File: src/ifm_pkg.sv
`default_nettype none
package ifm_pkg;
	localparam int unsigned fifo_depth = 8;
	localparam int unsigned cnt_w = 4;
	localparam logic [7:0] empty_read_value = 8'hff;
	// register word addresses
	localparam logic [7:0] addr_ctrl = 8'h00;
	localparam logic [7:0] addr_status = 8'h04;
	localparam logic [7:0] addr_flags = 8'h08;
	localparam logic [7:0] addr_txctrl = 8'h0c;
	localparam logic [7:0] addr_rxctrl = 8'h10;
	localparam logic [7:0] addr_fifo = 8'h14;
	localparam logic [7:0] addr_mstr = 8'h18;
	localparam logic [7:0] addr_dma = 8'h1c;
	// ctrl fields
	localparam int unsigned ctrl_en = 0;
	localparam int unsigned ctrl_mst = 1;
	localparam int unsigned ctrl_irxm = 2;
	localparam int unsigned ctrl_ack = 3;
	// flags fields (write one to clear)
	localparam int unsigned flag_irxm = 0;
	localparam int unsigned flag_txlo = 1;
	// txctrl / rxctrl fields
	localparam int unsigned fld_flush = 0;
	localparam int unsigned fld_preload = 1;
	localparam int unsigned fld_th_lsb = 4;
	// master control fields
	localparam int unsigned mc_start = 0;
	localparam int unsigned mc_restart = 1;
	localparam int unsigned mc_stop = 2;
	// dma fields
	localparam int unsigned dma_tx = 0;
	localparam int unsigned dma_rx = 1;
	// bus times
	localparam int unsigned clk_period_ps = 4000;
	localparam int unsigned scl_low_ns = 1300;
	localparam int unsigned scl_low_cycles = (scl_low_ns * 1000 + clk_period_ps - 1) / clk_period_ps;
	localparam int unsigned bits_per_byte = 8;
	typedef enum logic [4:0] {
		ifm_idle = 5'h01,
		ifm_start = 5'h02,
		ifm_xfer = 5'h04,
		ifm_restart = 5'h08,
		ifm_stop = 5'h10
	} ifm_mstate_t;
endpackage
`default_nettype wire

File: src/ifm_mem.sv
`default_nettype none
module ifm_mem #(
	parameter int unsigned depth = 8,
	parameter int unsigned aw = 3
) (
	input wire logic ref_clk,
	input wire logic we,
	input wire logic [aw-1:0] waddr,
	input wire logic [7:0] wdata,
	input wire logic [aw-1:0] raddr,
	output logic [7:0] rdata
);
	logic [7:0] mem [depth];
	always_ff @(posedge ref_clk) begin
		if (we) begin
			mem[waddr] <= wdata;
		end
	end
	always_ff @(posedge ref_clk) begin
		rdata <= mem[raddr];
	end
endmodule // ifm_mem
`default_nettype wire

File: src/ifm_fifo.sv
`default_nettype none
// 8-bit fifo; read data follow one cycle after the pop
module ifm_fifo #(
	parameter int unsigned depth = 8,
	parameter int unsigned cw = 4
) (
	input wire logic ref_clk,
	input wire logic rst_n,
	input wire logic flush,
	input wire logic push,
	input wire logic [7:0] wdata,
	input wire logic pop,
	output logic [7:0] rdata,
	output logic [cw-1:0] count
);
	logic [cw-2:0] wp;
	logic [cw-2:0] rp;
	logic do_push;
	logic do_pop;
	assign do_push = push && (count < cw'(depth));
	assign do_pop = pop && (count != '0);
	always_ff @(posedge ref_clk) begin
		if (!rst_n || flush) begin
			wp <= '0;
			rp <= '0;
			count <= '0;
		end else begin
			if (do_push) begin
				wp <= wp + 1'b1;
			end
			if (do_pop) begin
				rp <= rp + 1'b1;
			end
			count <= count + cw'(do_push) - cw'(do_pop);
		end
	end
	ifm_mem #(.depth(depth), .aw(cw - 1)) u_mem (
		.ref_clk(ref_clk),
		.we(do_push),
		.waddr(wp),
		.wdata(wdata),
		.raddr(rp),
		.rdata(rdata)
	);
endmodule // ifm_fifo
`default_nettype wire

File: src/ifm_ctrl.sv
`default_nettype none
module ifm_ctrl #(
	parameter int unsigned depth = ifm_pkg::fifo_depth
) (
	input wire logic ref_clk,
	input wire logic rst_n,
	input wire logic [7:0] addr,
	input wire logic [31:0] wdata,
	input wire logic wr,
	input wire logic rd,
	output logic [31:0] rdata,
	// bus pins
	input wire logic scl_in,
	output logic scl_oe,
	input wire logic sda_in,
	output logic sda_oe,
	// events from the bus engine
	input wire logic addr_match,
	input wire logic gc_match,
	input wire logic slv_tx_nack,
	input wire logic err_event,
	input wire logic byte_done,
	input wire logic [7:0] rx_byte,
	input wire logic rx_is_data,
	input wire logic tx_pop,
	input wire logic bus_busy,
	input wire logic xfer_done,
	input wire logic stop_seen,
	// to the bus engine
	output logic [7:0] tx_byte,
	output logic [ifm_pkg::cnt_w-1:0] tx_count,
	output logic gen_start,
	output logic gen_restart,
	output logic gen_stop,
	output logic tx_dma_req,
	output logic rx_dma_req
);
	logic scl_m;
	logic scl_s;
	logic scl_d;
	logic sda_m;
	logic sda_s;
	logic scl_fall;
	logic [3:0] ctrl;
	logic irxm_flag;
	logic txlo_flag;
	logic tx_preload;
	logic [ifm_pkg::cnt_w-1:0] tx_th;
	logic [ifm_pkg::cnt_w-1:0] rx_th;
	logic [1:0] dma_en;
	logic [2:0] mc;
	logic [3:0] fall_cnt;
	logic [7:0] shift;
	logic stall;
	logic ack_drive;
	logic [15:0] low_cnt;
	logic [ifm_pkg::cnt_w-1:0] rx_count;
	logic [7:0] rx_q;
	logic rd_fifo_d;
	logic rd_fifo_empty_d;
	logic rd_irxm_d;
	logic [31:0] reg_rdata;
	logic tx_push;
	logic tx_flush;
	logic rx_flush;
	logic rx_push;
	logic rx_pop;
	logic lock_event;
	logic flag_clear_irxm;
	logic flag_clear_txlo;
	logic wr_fifo;
	logic rd_fifo;
	ifm_pkg::ifm_mstate_t mstate;
	ifm_pkg::ifm_mstate_t next_mstate;

	function automatic logic hit(input logic [7:0] a, input logic [7:0] want, input logic s);
		return s && (a == want);
	endfunction

	// pins are asynchronous to ref_clk; only the second stage and the delayed scl copy behind it are read
	always_ff @(posedge ref_clk) begin
		if (!rst_n) begin
			scl_m <= 1'b1;
			scl_s <= 1'b1;
			sda_m <= 1'b1;
			sda_s <= 1'b1;
			scl_d <= 1'b1;
		end else begin
			scl_m <= scl_in;
			scl_s <= scl_m;
			sda_m <= sda_in;
			sda_s <= sda_m;
			scl_d <= scl_s;
		end
	end
	assign scl_fall = scl_d && !scl_s;

	assign wr_fifo = hit(addr, ifm_pkg::addr_fifo, wr);
	assign rd_fifo = hit(addr, ifm_pkg::addr_fifo, rd);
	assign flag_clear_irxm = hit(addr, ifm_pkg::addr_flags, wr) && wdata[ifm_pkg::flag_irxm];
	assign flag_clear_txlo = hit(addr, ifm_pkg::addr_flags, wr) && wdata[ifm_pkg::flag_txlo];

	// configuration registers
	always_ff @(posedge ref_clk) begin
		if (!rst_n) begin
			ctrl <= '0;
			tx_preload <= 1'b0;
			tx_th <= '0;
			rx_th <= ifm_pkg::cnt_w'(1);
			dma_en <= '0;
		end else begin
			if (hit(addr, ifm_pkg::addr_ctrl, wr)) begin
				ctrl <= wdata[3:0];
			end
			if (hit(addr, ifm_pkg::addr_txctrl, wr)) begin
				tx_preload <= wdata[ifm_pkg::fld_preload];
				tx_th <= wdata[ifm_pkg::fld_th_lsb +: ifm_pkg::cnt_w];
			end
			if (hit(addr, ifm_pkg::addr_rxctrl, wr)) begin
				rx_th <= wdata[ifm_pkg::fld_th_lsb +: ifm_pkg::cnt_w];
			end
			if (hit(addr, ifm_pkg::addr_dma, wr)) begin
				dma_en <= wdata[1:0];
			end
		end
	end

	// flush and lockout
	assign lock_event = ((addr_match || gc_match) && !tx_preload) || slv_tx_nack || err_event
		|| stop_seen;
	assign tx_flush = !ctrl[ifm_pkg::ctrl_en] || lock_event
		|| (hit(addr, ifm_pkg::addr_txctrl, wr) && wdata[ifm_pkg::fld_flush]);
	assign rx_flush = !ctrl[ifm_pkg::ctrl_en]
		|| (hit(addr, ifm_pkg::addr_rxctrl, wr) && wdata[ifm_pkg::fld_flush]);
	assign tx_push = wr_fifo && !txlo_flag;

	always_ff @(posedge ref_clk) begin
		if (!rst_n) begin
			txlo_flag <= 1'b0;
		end else if (lock_event) begin
			txlo_flag <= 1'b1;
		end else if (flag_clear_txlo) begin
			txlo_flag <= 1'b0;
		end
	end

	ifm_fifo #(.depth(depth), .cw(ifm_pkg::cnt_w)) u_tx (
		.ref_clk(ref_clk),
		.rst_n(rst_n),
		.flush(tx_flush),
		.push(tx_push),
		.wdata(wdata[7:0]),
		.pop(tx_pop),
		.rdata(tx_byte),
		.count(tx_count)
	);

	// interactive receive: bytes go to the shifter, not the fifo
	assign rx_push = byte_done && !ctrl[ifm_pkg::ctrl_irxm];
	assign rx_pop = rd_fifo && !ctrl[ifm_pkg::ctrl_irxm];

	ifm_fifo #(.depth(depth), .cw(ifm_pkg::cnt_w)) u_rx (
		.ref_clk(ref_clk),
		.rst_n(rst_n),
		.flush(rx_flush),
		.push(rx_push),
		.wdata(rx_byte),
		.pop(rx_pop),
		.rdata(rx_q),
		.count(rx_count)
	);

	always_ff @(posedge ref_clk) begin
		if (!rst_n) begin
			fall_cnt <= '0;
			shift <= '0;
		end else if (byte_done || !ctrl[ifm_pkg::ctrl_en]) begin
			fall_cnt <= '0;
			shift <= rx_byte;
		end else if (scl_fall && !stall) begin
			fall_cnt <= fall_cnt + 4'h1;
		end
	end

	// the irxm flag sets the scl hold (stall) one cycle later; set wins over a clear in the same cycle
	always_ff @(posedge ref_clk) begin
		if (!rst_n) begin
			irxm_flag <= 1'b0;
		end else if (ctrl[ifm_pkg::ctrl_irxm] && rx_is_data && scl_fall
				&& fall_cnt == 4'(ifm_pkg::bits_per_byte - 1)) begin
			irxm_flag <= 1'b1;
		end else if (flag_clear_irxm) begin
			irxm_flag <= 1'b0;
		end
	end

	// after the release request scl stays low until it has been seen low for the low time, counted from the start of the stall
	always_ff @(posedge ref_clk) begin
		if (!rst_n) begin
			low_cnt <= '0;
			stall <= 1'b0;
			ack_drive <= 1'b0;
		end else begin
			if (irxm_flag) begin
				stall <= 1'b1;
			end else if (stall && low_cnt >= 16'(ifm_pkg::scl_low_cycles)) begin
				stall <= 1'b0;
			end
			if (stall && !scl_s) begin
				low_cnt <= (low_cnt == 16'hffff) ? low_cnt : low_cnt + 16'h1;
			end else begin
				low_cnt <= '0;
			end
			if (flag_clear_irxm && irxm_flag) begin
				ack_drive <= !ctrl[ifm_pkg::ctrl_ack];
			end else if (scl_fall && !stall) begin
				ack_drive <= 1'b0;
			end
		end
	end
	assign scl_oe = stall;
	assign sda_oe = ack_drive && !stall;

	// master condition control
	always_ff @(posedge ref_clk) begin
		if (!rst_n) begin
			mstate <= ifm_pkg::ifm_idle;
		end else begin
			mstate <= next_mstate;
		end
	end
	always_comb begin
		next_mstate = mstate;
		case (mstate)
			ifm_pkg::ifm_idle: begin
				if (mc[ifm_pkg::mc_start] && !bus_busy) begin
					next_mstate = ifm_pkg::ifm_start;
				end
			end
			ifm_pkg::ifm_start: begin
				next_mstate = ifm_pkg::ifm_xfer;
			end
			ifm_pkg::ifm_xfer: begin
				if (xfer_done && mc[ifm_pkg::mc_restart]) begin
					next_mstate = ifm_pkg::ifm_restart;
				end else if (xfer_done && mc[ifm_pkg::mc_stop]) begin
					next_mstate = ifm_pkg::ifm_stop;
				end
			end
			ifm_pkg::ifm_restart: begin
				next_mstate = ifm_pkg::ifm_xfer;
			end
			ifm_pkg::ifm_stop: begin
				next_mstate = ifm_pkg::ifm_idle;
			end
			default: begin
				next_mstate = ifm_pkg::ifm_idle;
			end
		endcase
		if (!ctrl[ifm_pkg::ctrl_mst]) begin
			next_mstate = ifm_pkg::ifm_idle;
		end
	end
	assign gen_start = (mstate == ifm_pkg::ifm_start);
	assign gen_restart = (mstate == ifm_pkg::ifm_restart);
	assign gen_stop = (mstate == ifm_pkg::ifm_stop);

	always_ff @(posedge ref_clk) begin
		if (!rst_n || !ctrl[ifm_pkg::ctrl_mst]) begin
			mc <= '0;
		end else if (hit(addr, ifm_pkg::addr_mstr, wr)) begin
			mc <= mc | wdata[2:0];
		end else begin
			if (gen_restart) begin
				mc[ifm_pkg::mc_restart] <= 1'b0;
				mc[ifm_pkg::mc_stop] <= 1'b0;
			end else if (stop_seen) begin
				mc[ifm_pkg::mc_restart] <= 1'b0;
			end
			if (gen_stop) begin
				mc <= '0;
			end
		end
	end

	assign tx_dma_req = dma_en[ifm_pkg::dma_tx] && (tx_count <= tx_th);
	assign rx_dma_req = dma_en[ifm_pkg::dma_rx] && (rx_count >= rx_th) && (rx_count != '0);

	// read data, one cycle after the strobe
	always_ff @(posedge ref_clk) begin
		if (!rst_n) begin
			rd_fifo_d <= 1'b0;
			rd_fifo_empty_d <= 1'b0;
			rd_irxm_d <= 1'b0;
		end else begin
			rd_fifo_d <= rd_fifo;
			rd_fifo_empty_d <= (rx_count == '0);
			rd_irxm_d <= ctrl[ifm_pkg::ctrl_irxm];
		end
	end
	always_ff @(posedge ref_clk) begin
		if (!rst_n) begin
			reg_rdata <= '0;
		end else if (rd) begin
			case (addr)
				ifm_pkg::addr_ctrl: reg_rdata <= {28'h0, ctrl};
				ifm_pkg::addr_status: reg_rdata <= {21'h0, sda_s, stall, mstate, rx_count};
				ifm_pkg::addr_flags: reg_rdata <= {30'h0, txlo_flag, irxm_flag};
				ifm_pkg::addr_txctrl: reg_rdata <= {20'h0, tx_count, tx_th, 2'h0, tx_preload, 1'b0};
				ifm_pkg::addr_rxctrl: reg_rdata <= {20'h0, rx_count, rx_th, 4'h0};
				ifm_pkg::addr_mstr: reg_rdata <= {29'h0, mc};
				ifm_pkg::addr_dma: reg_rdata <= {30'h0, dma_en};
				default: reg_rdata <= '0;
			endcase
		end
	end
	// fifo read data leave the memory one cycle late, so the data port is muxed after the register
	logic [31:0] port_data;
	always_comb begin
		if (rd_irxm_d) begin
			port_data = {24'h0, shift};
		end else if (rd_fifo_empty_d) begin
			port_data = {24'h0, ifm_pkg::empty_read_value};
		end else begin
			port_data = {24'h0, rx_q};
		end
	end
	// reg_rdata is a flop and port_data a mux of flops; the select is the registered strobe
	assign rdata = rd_fifo_d ? port_data : reg_rdata;

	a_lock_blocks_push: assert property (@(posedge ref_clk) disable iff (!rst_n)
		txlo_flag && wr_fifo && !tx_flush && !tx_pop |=> tx_count == $past(tx_count)) else $error("write taken under lockout");
	a_master_off_clear: assert property (@(posedge ref_clk) disable iff (!rst_n)
		!ctrl[ifm_pkg::ctrl_mst] |=> mc == '0) else $error("requests kept with master off");
	a_start_bus_free: assert property (@(posedge ref_clk) disable iff (!rst_n)
		gen_start |-> $past(!bus_busy)) else $error("start on busy bus");
	a_tx_dma_level: assert property (@(posedge ref_clk) disable iff (!rst_n)
		tx_dma_req |-> dma_en[ifm_pkg::dma_tx] && tx_count <= tx_th) else $error("tx dma request wrong");
	a_rx_dma_level: assert property (@(posedge ref_clk) disable iff (!rst_n)
		dma_en[ifm_pkg::dma_rx] && rx_count >= rx_th && rx_count != '0 |-> rx_dma_req) else $error("rx dma missing");
	a_lock_sets_flag: assert property (@(posedge ref_clk) disable iff (!rst_n)
		lock_event |=> txlo_flag && tx_count == '0) else $error("lock event missed");
	a_disable_flush: assert property (@(posedge ref_clk) disable iff (!rst_n)
		!ctrl[ifm_pkg::ctrl_en] |=> tx_count == '0 && rx_count == '0) else $error("fifo kept while off");
	a_stall_holds_scl: assert property (@(posedge ref_clk) disable iff (!rst_n)
		irxm_flag |=> scl_oe) else $error("scl not held");
	a_restart_clears: assert property (@(posedge ref_clk) disable iff (!rst_n)
		gen_restart && ctrl[ifm_pkg::ctrl_mst] && !hit(addr, ifm_pkg::addr_mstr, wr)
		|=> !mc[ifm_pkg::mc_restart] && !mc[ifm_pkg::mc_stop]) else $error("restart bits kept");
	a_fifo_bound: assert property (@(posedge ref_clk) disable iff (!rst_n)
		tx_count <= ifm_pkg::cnt_w'(depth) && rx_count <= ifm_pkg::cnt_w'(depth)) else $error("fifo over depth");
endmodule // ifm_ctrl
`default_nettype wire

File: config.mk
export PLATFORM = sky130hd
export DESIGN_NAME = ifm_ctrl
export DESIGN_NICKNAME = d
export VERILOG_FILES = /design/src/ifm_pkg.sv /design/src/ifm_mem.sv /design/src/ifm_fifo.sv /design/src/ifm_ctrl.sv
export SDC_FILE = /design/constraint.sdc
export NUM_CORES = 1
export LEC_CHECK = 0
export BUFFER_PORTS_ARGS = -buffer_cell sky130_fd_sc_hd__buf_2
export CAP_MARGIN = 20
export CORE_ASPECT_RATIO = 0.5
export CORE_MARGIN = 2
export CORE_UTILIZATION = 40
export DETAILED_ROUTE_END_ITERATION = 8
export PLACE_DENSITY = 0.66
export SLEW_MARGIN = 20
export SYNTH_ARGS = -nofsm -noshare
export SYNTH_HDL_FRONTEND = slang
export SYNTH_SLANG_ARGS = --single-unit
File: constraint.sdc
create_clock -name ref_clk -period 3 [get_ports ref_clk]
set_input_delay 0.15 -clock ref_clk [delete_from_list [all_inputs] [get_ports ref_clk]]
set_output_delay 0.15 -clock ref_clk [all_outputs]
set_load 0.01 [all_outputs]
==> flow_metrics.env <==
export IMPL_grt_setup_unrepaired="no"
export IMPL_wirelength_um=22100
export IMPL_setup_violations=0
export IMPL_ys_ff_latch=239
export IMPL_synth_edf_count=128
export IMPL_ys_warn_count=0
export IMPL_fmax_mhz=377
export IMPL_r2r_start="u_rx.count[2]"
export IMPL_p_seq_share_pct=51.4
export IMPL_portBuffers=70
export IMPL_start_util_pct=40.8
export IMPL_grt_ovfl_total=0
export IMPL_grt_pass1_vias=6624
export IMPL_chipWidth_um=231
export IMPL_final_cell_area_mm2=0.0121
export IMPL_rrSetupSlack_ns=0.35
export IMPL_firstDrtPassIters=5
export IMPL_row_count=41
export IMPL_netlist_top_cells_count="128 x edfxtp_1, 111 x dfxtp_1, 60 x nor2_1"
export IMPL_postRouteAntennaNets=0
export IMPL_p_leak_nw=4.26
export IMPL_power_net_switching_mw=1.35
export IMPL_power_density_mw_per_mm2=561
export IMPL_synth_avg_cell_area_um2=12.5
export IMPL_synth_top_family_by_area="simple AND/OR/NAND/NOR gates"
export IMPL_ys_async_sr_fraction_pct=0
export IMPL_start_kind="flip-flop"
export IMPL_finClkSkew_ns=0.00739
export IMPL_hp_class="in2reg"
export IMPL_r2r_end="u_rx.count[2]"
export IMPL_grt_first_pass_wirelength_um=35400
export IMPL_combPwrFrac_pct=2.9
export IMPL_synthCells=826
export IMPL_synth_simple_area_share_pct=12.8
export IMPL_muxShareOfSynthArea_pct=11.3
export IMPL_maxSlewViolCount=0
export IMPL_numCtsBuffers=22
export IMPL_fin_nets=1020
export IMPL_cts_tree="built"
export IMPL_dieArea_mm2=0.0271
export IMPL_finalWeightedCongestion=0.890
export IMPL_chipHeight_um=118
export IMPL_path_max_fanout=5
export IMPL_p_int_mw=5.42
export IMPL_wl_per_cell_um=17.2
export IMPL_critPathCaptureType="flip-flop"
export IMPL_fillerInstances=2226
export IMPL_synth_top_flop_cell="edfxtp_1"
export IMPL_clkPwrFrac_pct=45.7
export IMPL_hpwl_um=15400
export IMPL_worstMarginPinSlew_ns=0.871
export IMPL_worst_slack_ns=0.350
export IMPL_vias=6739
export IMPL_synthDominantCellAreaShare_pct=37.3
export IMPL_setup_tns_ns=0
export IMPL_core_area_mm2=0.0252
export IMPL_crit_arrival_ns=3.03
export IMPL_synth_area_leaders="edfxtp_1 37%, dfxtp_1 22%, mux4_2 7.2%"
export IMPL_seq_area_mm2=0.00607
export IMPL_multi_input_area_mm2=0.00384
export IMPL_reg2reg_depth=12
export IMPL_drv_cap=0
export IMPL_final_hold_viol_count=0
export IMPL_synthesis_area_mm2=0.0103
export IMPL_min_delay_start="rd"
export IMPL_syn_to_final_growth_pct=17.0
export IMPL_yosysSeqAreaShare_pct=58.8
export IMPL_outcome="finished, final reports clean"
export IMPL_sw_frac_of_total_pct=19.9
export IMPL_relSlewSlack_pct=41.9
export IMPL_pin_count=115
export IMPL_cts_reportedPaths_clkPinSlew_ns=0.07
export IMPL_worstPathRequired_ns=3.39
export IMPL_drc=0
export IMPL_antenna_found_initial=0
export IMPL_yosys_area_top_type="edfxtp_1"
export IMPL_holdWs_ns=0.0179
export IMPL_synth_compound_area_share_pct=7.76
export IMPL_via_per_inst=5.23
export IMPL_dpl_cell_area_mm2=0.0110
export IMPL_irDropWorstVdd_mv=0.328
export IMPL_clock_sinks=239
export IMPL_hold_end="reg_rdata[3]"
export IMPL_utilization_pct=47.8
export IMPL_root_buffer="clkbuf_16"
export IMPL_clock_latency_ns=0.50
export IMPL_crit_type="reg2reg"
export IMPL_grt_max_degree=22
export IMPL_synth_most_common_cell="edfxtp_1"
export IMPL_synthXorXnorAreaFrac_pct=1.10
export IMPL_synthDistinctLibCells=67
export IMPL_min_period_ns=2.65
export IMPL_holdPathStages=3
export IMPL_dp_slack_ns=0.391
export IMPL_final_layout_size_suffix_gt1_share_pct=20.4
export IMPL_drtIter0Drc=426
export IMPL_clockBufferDepth=3
export IMPL_post_route_period_util_pct=88.3
export IMPL_synth_fa_ha_area_share_pct=3.54
export IMPL_antenna_cells=0
export IMPL_grtUsageTotal_pct=16.4
export IMPL_htree_levels=1
worst max-delay path: stages, from the launching register on:
cell	delay, ns
dfxtp_1	0.34
inv_1	0.09
ha_1	0.14
or3b_2	0.47
nand4_1	0.27
inv_1	0.08
ha_1	0.27
inv_1	0.05
ha_1	0.16
inv_1	0.06
fa_1	0.38
xor2_1	0.17
nor2_1	0.05
per-layer routing:
layer | up-vias | track usage [%] | part of all wire [%]
met3 | 34 | 2.54 | 3.9
met4 | 0 | 4.60 | 2.3
li1 | 3221 | - | -
met2 | 156 | 28.2 | 49
met5 | - | 0 | 0
met1 | 3328 | 21.6 | 44
placed cells by master, fill, tap and decap left out, types with 23 or more instances in the layout:
cell       count
o21ai_0       35
edfxtp_1     128
ha_1          26
buf_2         70
nor3_1        24
clkbuf_16     25
nor2_1        60
inv_1         45
buf_4         25
dfxtp_1      111
mux2i_1       23
a21oi_1       31
mux4_2        33
nand2_1       56
stage by stage:
stage	total power, mW	std cells
after global routing	6.99	1288
after floorplan	3.65	845
after detailed placement	3.73	1228
final	6.77	1288
after global placement	3.72	1228
after CTS	6.83	1288
registers in the layout, summed over array words and instances (netlist names), 5 cells and up:
name              flops
u_rx.u_mem.mem       64
u_tx.u_mem.mem       64
low_cnt              16
reg_rdata            12
shift                 8
u_rx.u_mem.rdata      8
u_tx.u_mem.rdata      8
mstate                5
power groups by stage:
stage | clock network [mW] | logic [mW] | registers, mW
floorplan | 0 | 0.107 | 3.55
global route | 3.29 | 0.216 | 3.48
detailed placement | 0 | 0.176 | 3.55
CTS | 3.15 | 0.197 | 3.48
global placement | 0 | 0.171 | 3.55
finish | 3.09 | 0.197 | 3.48
worst max path at each step:
stage	start	end	slack, ns	cells past startpoint
detailed placement	u_rx.count[2]	u_rx.count[2]	0.39	12
finish	u_rx.count[2]	u_rx.count[2]	0.35	12
CTS	u_rx.count[2]	u_rx.count[2]	0.37	12
global route	u_rx.count[2]	u_rx.count[2]	0.14	12
global placement	u_rx.count[2]	u_rx.count[2]	0.45	12
floorplan	u_rx.count[2]	u_rx.count[2]	0.60	12
cells by family (layout without fill, tap and decap cells):
group / Yosys count / after routing
adder cells (fa/ha/maj): 28 / 28
AO/OA/AOI/OAI: 124 / 124
other: 1 / 20
buffers and inverters: 102 / 201
flip-flops: 239 / 239
multiplexers: 73 / 73
XOR/XNOR: 13 / 13
AND/OR/NAND/NOR: 246 / 246
timing repair:
item                      CTS  global route
hold endpoints to repair  120             0
hold buffers               20             0
resized for setup           0             0
buffers inserted            0             0
cell type report:
cell class	instances	area share, %
clock buffers	28	5.37
clock inverters	12	1.36
multi-input cells	504	31.8
repair buffers	115	6.12
inverters	46	1.43
flip-flops and latches	239	50.3
well taps	344	3.57
No activity file was read; power rests on OpenSTA's default activity.
